--- src/logic/tsdc_pkg.sv ---
// Package: register map, field positions, reset values and carriers
package tsdc_pkg;
  // Register indexes; the byte address is four times the index
  localparam logic [7:0] IDX_STEP_CTRL = 8'h37;
  localparam logic [7:0] IDX_CEIL_1 = 8'h38;
  localparam logic [7:0] IDX_CEIL_2 = 8'h39;
  localparam logic [7:0] IDX_CEIL_3 = 8'h3a;
  // Registers of our own for the loose bits
  localparam logic [7:0] IDX_LOOP_CTRL = 8'h36;
  localparam logic [7:0] IDX_CONFIG = 8'h40;
  localparam logic [7:0] IDX_ALARM_CFG = 8'h7d;
  localparam logic [7:0] IDX_STATUS = 8'h80;
  // Field positions
  localparam int REMOTE_A_LSB = 0;
  localparam int LOCAL_LSB = 3;
  localparam int REMOTE_B_LSB = 6;
  localparam int REMOTE_B_MSB_BIT = 0;
  localparam int LOCK_BIT = 1;
  localparam int CEIL_SEL_BIT = 3;
  // Reset values
  localparam logic [7:0] RST_STEP_CTRL = 8'h00;
  localparam logic [7:0] RST_CEIL = 8'hff;
  localparam logic [7:0] RST_LOOP_CTRL = 8'h00;
  localparam logic [7:0] RST_ALARM_CFG = 8'h00;
  localparam logic [7:0] FULL_DUTY = 8'hff;
  // Decrease interval for code 000; each code step doubles it
  localparam int BASE_DEC_CYCLES = 8;
  localparam int CNT_W = 12;
  localparam int NUM_CH = 3;

  // Per-channel loop handshake carrier
  typedef struct packed {
    logic adj_dec;   // Step-down permitted level, high while count >= decrease wait
    logic adj_inc;   // Step-up permitted level, high while count >= increase wait
  } tsdc_adj_t;
endpackage : tsdc_pkg

--- src/logic/tsdc_regs.sv ---
// Step-interval configuration and duty ceilings for a fan loop
// What this block does
// RQ1: Bits 2..0 of the step register set the first remote channel's step wait.
// RQ2: Bits 5..3 set the local channel's step wait.
// RQ3: Bits 7..6 give the low two bits of the second remote channel's code.
// RQ4: That combined code spaces the second remote channel's adjustments.
// RQ5: Decrease wait is 8 monitoring cycles for code 000, doubling up to 1024.
// RQ6: Increase wait is twice the decrease wait, 16 up to 2048 cycles.
// RQ7: The step register is all zeros after reset.
// RQ8: With the lock set, writes to the step register are ignored.
// RQ9: Three eight-bit duty ceilings sit at consecutive indexes from 0x38.
// RQ10: Each duty ceiling resets to 0xff, full duty.
// RQ11: With the lock set, writes to the duty ceilings are ignored.
// RQ12: On an alarm with ceiling select set, each fan goes to its ceiling.
// RQ13: On an alarm with ceiling select clear, each fan goes to full duty.
// RQ14: The second remote code's top bit is bit 0 of the loop control register.
// RQ15: The lock bit is set once and holds until the next reset.
// RQ16: Each channel counts its own interval, restarting after each change.
module tsdc_regs
  import tsdc_pkg::*;
#(
  parameter int ADDR_W = 10
) (
  input wire logic clk_sys,                  // System clock, 50 MHz
  input wire logic resetn,                   // Synchronous reset, active low
  input wire logic wb_cyc_i,                 // Wishbone cycle
  input wire logic wb_stb_i,                 // Wishbone strobe
  input wire logic wb_we_i,                  // Wishbone write enable
  input wire logic [ADDR_W-1:0] wb_adr_i,    // Byte address
  input wire logic [31:0] wb_dat_i,          // Write data
  input wire logic [3:0] wb_sel_i,           // Byte selects
  output logic [31:0] wb_dat_o,              // Read data
  output logic wb_ack_o,                     // Acknowledge
  input wire logic mon_tick,                 // One monitoring cycle pulse
  input wire logic [2:0] step_done,          // Start temperature changed
  input wire logic thermal_alarm_pin,        // Overtemperature pin, async
  input wire logic [7:0] fan_drive_1_loop,   // Loop duty, fan 1
  input wire logic [7:0] fan_drive_2_loop,   // Loop duty, fan 2
  input wire logic [7:0] fan_drive_3_loop,   // Loop duty, fan 3
  output logic [2:0] dec_ok,                 // Decrease wait elapsed
  output logic [2:0] inc_ok,                 // Increase wait elapsed
  output logic [7:0] fan_drive_1,            // Duty to fan 1
  output logic [7:0] fan_drive_2,            // Duty to fan 2
  output logic [7:0] fan_drive_3,            // Duty to fan 3
  output logic locked                        // Lock state
);

  // Decrease wait in cycles for a 3-bit code
  function automatic logic [CNT_W-1:0] dec_cycles(input logic [2:0] code);
    dec_cycles = CNT_W'(BASE_DEC_CYCLES) << code; // RQ5
  endfunction : dec_cycles

  logic [7:0] step_ctrl_ff;
  logic [7:0] loop_ctrl_ff;
  logic [7:0] alarm_cfg_ff;
  logic [7:0] ceil_ff [NUM_CH];
  logic lock_ff;
  logic thermal_alarm_pin_s1_ff;
  logic thermal_alarm_pin_s2_ff;
  logic [2:0] code [NUM_CH];
  logic [CNT_W-1:0] cnt_ff [NUM_CH];
  tsdc_adj_t adj [NUM_CH];
  logic [7:0] loop_duty [NUM_CH];
  logic [7:0] nxt_drive [NUM_CH];
  logic [7:0] idx;
  logic wr_en;
  logic rd_en;
  logic [31:0] nxt_dat;

  assign idx = wb_adr_i[9:2];
  assign wr_en = wb_cyc_i && wb_stb_i && wb_we_i && !wb_ack_o && wb_sel_i[0];
  assign rd_en = wb_cyc_i && wb_stb_i && !wb_ack_o;

  // Acknowledge one cycle after request, drop next cycle
  always_ff @(posedge clk_sys) begin
    if (!resetn) begin
      wb_ack_o <= 1'b0;
    end else begin
      wb_ack_o <= rd_en;
    end
  end

  // Lock bit, write-once until reset
  always_ff @(posedge clk_sys) begin
    if (!resetn) begin
      lock_ff <= 1'b0;
    end else if (wr_en && idx == IDX_CONFIG && wb_dat_i[LOCK_BIT]) begin
      lock_ff <= 1'b1; // RQ15
    end
  end

  // Step interval register
  always_ff @(posedge clk_sys) begin
    if (!resetn) begin
      step_ctrl_ff <= RST_STEP_CTRL; // RQ7
    end else if (wr_en && idx == IDX_STEP_CTRL && !lock_ff) begin // RQ8
      step_ctrl_ff <= wb_dat_i[7:0];
    end
  end

  // Loop control register holding the remote B code top bit
  always_ff @(posedge clk_sys) begin
    if (!resetn) begin
      loop_ctrl_ff <= RST_LOOP_CTRL;
    end else if (wr_en && idx == IDX_LOOP_CTRL && !lock_ff) begin
      loop_ctrl_ff <= wb_dat_i[7:0];
    end
  end

  // Alarm configuration, ceiling select bit
  always_ff @(posedge clk_sys) begin
    if (!resetn) begin
      alarm_cfg_ff <= RST_ALARM_CFG;
    end else if (wr_en && idx == IDX_ALARM_CFG) begin
      alarm_cfg_ff <= wb_dat_i[7:0];
    end
  end

  // Duty ceilings at consecutive indexes
  always_ff @(posedge clk_sys) begin
    for (int i = 0; i < NUM_CH; i++) begin
      if (!resetn) begin
        ceil_ff[i] <= RST_CEIL; // RQ10
      end else if (wr_en && !lock_ff &&
                   idx == IDX_CEIL_1 + 8'(i)) begin // RQ9 RQ11
        ceil_ff[i] <= wb_dat_i[7:0];
      end
    end
  end

  // Read mux; unmapped indexes read zero
  always_comb begin
    nxt_dat = 32'h0000_0000;
    case (idx)
      IDX_STEP_CTRL: nxt_dat[7:0] = step_ctrl_ff;
      IDX_LOOP_CTRL: nxt_dat[7:0] = loop_ctrl_ff;
      IDX_ALARM_CFG: nxt_dat[7:0] = alarm_cfg_ff;
      IDX_CEIL_1: nxt_dat[7:0] = ceil_ff[0];
      IDX_CEIL_2: nxt_dat[7:0] = ceil_ff[1];
      IDX_CEIL_3: nxt_dat[7:0] = ceil_ff[2];
      IDX_CONFIG: nxt_dat[LOCK_BIT] = lock_ff;
      IDX_STATUS: nxt_dat[7:0] = {5'h00, thermal_alarm_pin_s2_ff, dec_ok[0], lock_ff};
      default: nxt_dat = 32'h0000_0000;
    endcase
  end

  // Read data register
  always_ff @(posedge clk_sys) begin
    if (!resetn) begin
      wb_dat_o <= 32'h0000_0000;
    end else if (rd_en) begin
      wb_dat_o <= nxt_dat;
    end
  end

  // Per-channel codes
  assign code[0] = step_ctrl_ff[REMOTE_A_LSB +: 3]; // RQ1
  assign code[1] = step_ctrl_ff[LOCAL_LSB +: 3]; // RQ2
  assign code[2] = {loop_ctrl_ff[REMOTE_B_MSB_BIT],
                    step_ctrl_ff[REMOTE_B_LSB +: 2]}; // RQ3 RQ14 RQ4

  // Interval counters, one per channel
  always_ff @(posedge clk_sys) begin
    for (int i = 0; i < NUM_CH; i++) begin
      if (!resetn || step_done[i]) begin
        cnt_ff[i] <= '0; // RQ16
      end else if (mon_tick && cnt_ff[i] != {CNT_W{1'b1}}) begin
        cnt_ff[i] <= cnt_ff[i] + 1'b1;
      end
    end
  end

  // Wait comparisons use the current code at every count
  always_comb begin
    for (int i = 0; i < NUM_CH; i++) begin
      adj[i].adj_dec = cnt_ff[i] >= dec_cycles(code[i]); // RQ5
      adj[i].adj_inc = cnt_ff[i] >= (dec_cycles(code[i]) << 1); // RQ6
    end
  end

  // Registered permission flags
  always_ff @(posedge clk_sys) begin
    for (int i = 0; i < NUM_CH; i++) begin
      if (!resetn) begin
        dec_ok[i] <= 1'b0;
        inc_ok[i] <= 1'b0;
      end else begin
        dec_ok[i] <= adj[i].adj_dec && !step_done[i];
        inc_ok[i] <= adj[i].adj_inc && !step_done[i];
      end
    end
  end

  // Alarm pin synchroniser
  always_ff @(posedge clk_sys) begin
    if (!resetn) begin
      thermal_alarm_pin_s1_ff <= 1'b0;
      thermal_alarm_pin_s2_ff <= 1'b0;
    end else begin
      thermal_alarm_pin_s1_ff <= thermal_alarm_pin;
      thermal_alarm_pin_s2_ff <= thermal_alarm_pin_s1_ff;
    end
  end

  assign loop_duty[0] = fan_drive_1_loop;
  assign loop_duty[1] = fan_drive_2_loop;
  assign loop_duty[2] = fan_drive_3_loop;

  // Alarm override of fan duty
  always_comb begin
    for (int i = 0; i < NUM_CH; i++) begin
      if (!thermal_alarm_pin_s2_ff) begin
        nxt_drive[i] = loop_duty[i];
      end else if (alarm_cfg_ff[CEIL_SEL_BIT]) begin
        nxt_drive[i] = ceil_ff[i]; // RQ12
      end else begin
        nxt_drive[i] = FULL_DUTY; // RQ13
      end
    end
  end

  // Registered fan outputs and lock flag
  always_ff @(posedge clk_sys) begin
    if (!resetn) begin
      fan_drive_1 <= 8'h00;
      fan_drive_2 <= 8'h00;
      fan_drive_3 <= 8'h00;
      locked <= 1'b0;
    end else begin
      fan_drive_1 <= nxt_drive[0];
      fan_drive_2 <= nxt_drive[1];
      fan_drive_3 <= nxt_drive[2];
      locked <= lock_ff;
    end
  end
endmodule : tsdc_regs

--- config.mk ---
export PLATFORM = sky130hd
export DESIGN_NAME = tsdc_regs
export DESIGN_NICKNAME = d
export VERILOG_FILES = /design/src/logic/tsdc_pkg.sv /design/src/logic/tsdc_regs.sv
export SDC_FILE = /design/constraint.sdc
export NUM_CORES = 1
export LEC_CHECK = 0
export BUFFER_PORTS_ARGS = -buffer_cell sky130_fd_sc_hd__buf_2
export CELL_PAD_IN_SITES_DETAIL_PLACEMENT = 0
export CELL_PAD_IN_SITES_GLOBAL_PLACEMENT = 2
export CORE_UTILIZATION = 38
export CTS_CLUSTER_SIZE = 25
export DETAILED_ROUTE_END_ITERATION = 16
export GPL_TIMING_DRIVEN = 0
export PLACE_DENSITY = 0.86
export RECOVER_POWER = 50
export SYNTH_ARGS = -nofsm -noshare
export SYNTH_HDL_FRONTEND = slang
export SYNTH_SLANG_ARGS = --single-unit
--- constraint.sdc ---
create_clock -name clk_sys -period 3.53 [get_ports clk_sys]
set_input_delay 0.1765 -clock clk_sys [delete_from_list [all_inputs] [get_ports clk_sys]]
set_output_delay 0.1765 -clock clk_sys [all_outputs]
set_load 0.01 [all_outputs]
==> flow_metrics.env <==
export IMPL_mostFrequentLayoutCells="71 x sky130_fd_sc_hd__clkbuf_1, 67 x sky130_fd_sc_hd__dfxtp_1, 60 x sky130_fd_sc_hd__edfxtp_1"
export IMPL_synth_area_um2=7030
export IMPL_routed_wire_length_per_instance_um=16.2
export IMPL_overflow=0
export IMPL_max_stage_delay_ns=1.09
export IMPL_cp_cell_sequence="nand3b_1, or3_1, o31ai_1"
export IMPL_post_dp_cell_area_um2=7840
export IMPL_worst_slew_pin_transition_ns=1.29
export IMPL_vias_in_the_first_global_route=5150
export IMPL_grt_start_max_net_pins=17
export IMPL_cts_tree="built"
export IMPL_design_area_um2=8380
export IMPL_global_route_wire_length_before_repair_um=26300
export IMPL_clock_tree_root="sky130_fd_sc_hd__clkbuf_16"
export IMPL_fp_row_count=49
export IMPL_seq_area_um2=3140
export IMPL_via_density_per_instance=5.18
export IMPL_port_buffers=88
export IMPL_final_net_count=931
export IMPL_cellPowerDensity_nw_per_um2=449
export IMPL_postCtsSetupBuffers=0
export IMPL_layout_commonest_cell="sky130_fd_sc_hd__clkbuf_1"
export IMPL_clkSinkCount=127
export IMPL_synthToLayoutAreaGrowth_pct=19.3
export IMPL_cts_buffers_inserted=17
export IMPL_start_util=0.390
export IMPL_cp_arrival_ns=2.55
export IMPL_detailedPlacementHpwl_um=12700
export IMPL_utilization_of_the_core_after_routing=0.465
export IMPL_max_freq_ghz=0.396
export IMPL_timing_critical_path_to_type="flip-flop"
export IMPL_postRouteWirelength_um=16800
export IMPL_timing_setup_tns_ns=0
export IMPL_final_fill_count=1740
export IMPL_core_area_um2=18000
export IMPL_min_period_ns=2.52
export IMPL_design_die_area_um2=19000
export IMPL_drcViolationCount=0
export IMPL_ys_ff_latch=127
export IMPL_clock_skew_final_ns=0.00830
export IMPL_antenna_cells_inserted=0
export IMPL_worstSetupPathType="reg -> reg"
export IMPL_hold_viol=0
export IMPL_synth_async_sr_flop_share=0
export IMPL_grt_antenna_before_repair=0
export IMPL_cpMaxStageDelayCell="sky130_fd_sc_hd__o31ai_1"
export IMPL_peakVddDrop_mv=0.343
export IMPL_antenna_violating_nets_post_route=0
export IMPL_floorplan_die_height_um=138
export IMPL_detailroute_via_count=5381
export IMPL_synthesis_instances=666
export IMPL_final_cycle_share=0.714
export IMPL_die_w_um=138
export IMPL_timing_final_setup_violations=0
export IMPL_worstSetupStartpointType="flip-flop"
export IMPL_placer_s_final_routability_congestion_estimate=0.801
export IMPL_initialDrtViolationCount=280
export IMPL_drv_max_cap_violation_count=0
export IMPL_slew_headroom=0.135
export IMPL_htreeDepth=4
export IMPL_synth_cell_types=56
export IMPL_run_status="complete, no violations"
export IMPL_grt_use_total=0.183
export IMPL_pin_count=144
export IMPL_timing_final_max_slew_violations=0
export IMPL_worst_skew_pair_late_latency_ns=0.42
export IMPL_cp_required_ns=3.56
export IMPL_ys_warn_count=0
export IMPL_syn_avg_cell_area_um2=10.6
export IMPL_flip_flop_cell_with_the_highest_count_after_synthesis="sky130_fd_sc_hd__dfxtp_1"
export IMPL_length_of_the_first_detailed_routing_pass_in_iterations=6
export IMPL_drive_gt1_frac=0.173
export IMPL_clkTransAtPathRegs_ns=0.06
export IMPL_critPathMaxFanout=8
export IMPL_number_of_synthesized_flops_with_an_enable_pin=60
export IMPL_holdCritPathClass="in -> reg"
export IMPL_rsz0062_at_grt="false"
export IMPL_multi_input_area_um2=3540
export IMPL_cts_path_max_buffers=2
export IMPL_power_leakage_uw=0.00316
export IMPL_seq_area_frac_synth=0.447
==> routing by layer <==
layer / share of wire / GRT usage / vias up
li1: - / - / 2657
met1: 0.45 / 0.224 / 2547
met2: 0.47 / 0.305 / 155
met3: 0.059 / 0.0457 / 22
met4: 0.018 / 0.0767 / 0
met5: 0 / 0 / -
==> worst max-delay path: cells and delay by family (launching register included) <==
family           cells  cell delay, ns
AO/OA/AOI/OAI        1            1.09
AND/OR/NAND/NOR      2            0.72
flip-flops           1            0.32
==> worst paths after layout <==
path / to / slack [ns] / from / cells after the start
max: ceil_ff[0][6] / 1.01 / wb_ack_o / 3
min: fan_drive_2[2] / 0.03 / fan_drive_2_loop[2] / 2
max reg2reg: ceil_ff[0][6] / 1.01 / wb_ack_o / 3
min reg2reg: thermal_alarm_pin_s2_ff / 0.44 / thermal_alarm_pin_s1_ff / 1
==> report_power, final <==
part	switching (uW)	internal, uW	leakage (uW)
Clock	674	1170	0.000304
Sequential	37.3	1590	0.00115
Combinational	161	137	0.00171
==> synthesized netlist by cell type, drive strengths merged, types with 18 or more instances <==
| cell type | n | area [um^2] |
|---|---|---|
| o221a | 24 | 270 |
| nor2b | 33 | 206 |
| edfxtp | 60 | 1800 |
| o21a | 24 | 180 |
| dfxtp | 67 | 1340 |
| o21ai | 18 | 90.1 |
| clkbuf | 27 | 101 |
| or2 | 18 | 113 |
| buf | 32 | 246 |
| nor2 | 44 | 165 |
| nand2 | 39 | 146 |
| mux2i | 31 | 310 |
| ha | 54 | 676 |
==> layout make-up <==
| class | count | area share |
|---|---|---|
| plain buffers | 59 | 0.0397 |
| flip-flops and latches | 127 | 0.375 |
| well taps | 229 | 0.0342 |
| multi-input cells | 489 | 0.423 |
| inverters | 14 | 0.00627 |
| clock buffers | 19 | 0.0554 |
| clock inverters | 13 | 0.0191 |
| repair buffers | 89 | 0.0476 |
==> state kept, by name (all words and copies together) (netlist names) <==
register                 flops
wb_ack_o                     1
locked                       1
fan_drive_1                  8
alarm_cfg_ff                 8
thermal_alarm_pin_s2_ff      1
step_ctrl_ff                 8
inc_ok                       3
fan_drive_3                  8
ceil_ff                     24
thermal_alarm_pin_s1_ff      1
fan_drive_2                  8
cnt_ff                      36
lock_ff                      1
wb_dat_o                     8
loop_ctrl_ff                 8
dec_ok                       3
==> metrics by stage <==
step	hold WS (ns)	total power [uW]	setup slack [ns]	cells
detailed placement	0.410	1960	0.977	1006
finish	0.0309	3770	1.01	1039
CTS	0.00960	3800	1.13	1039
floorplan	0.304	1840	1.50	689
global route	0.00659	3910	0.839	1039
global placement	0.393	1950	1.04	1006
==> kinds of logic after synthesis <==
kind of cell    synth area share
mux                       0.0442
fa+ha+maj                 0.0962
other cells             0.000534
compound gates             0.140
buf+inv                   0.0570
flops                      0.447
xor+xnor                  0.0324
simple gates               0.183
==> repair_timing <==
item                                    CTS  global route
hold buffers                              1             0
hold endpoints to repair                  1             0
endpoints found under the setup margin    0             0
resized for setup                         0             0
No activity file was read; power rests on OpenSTA's default activity.
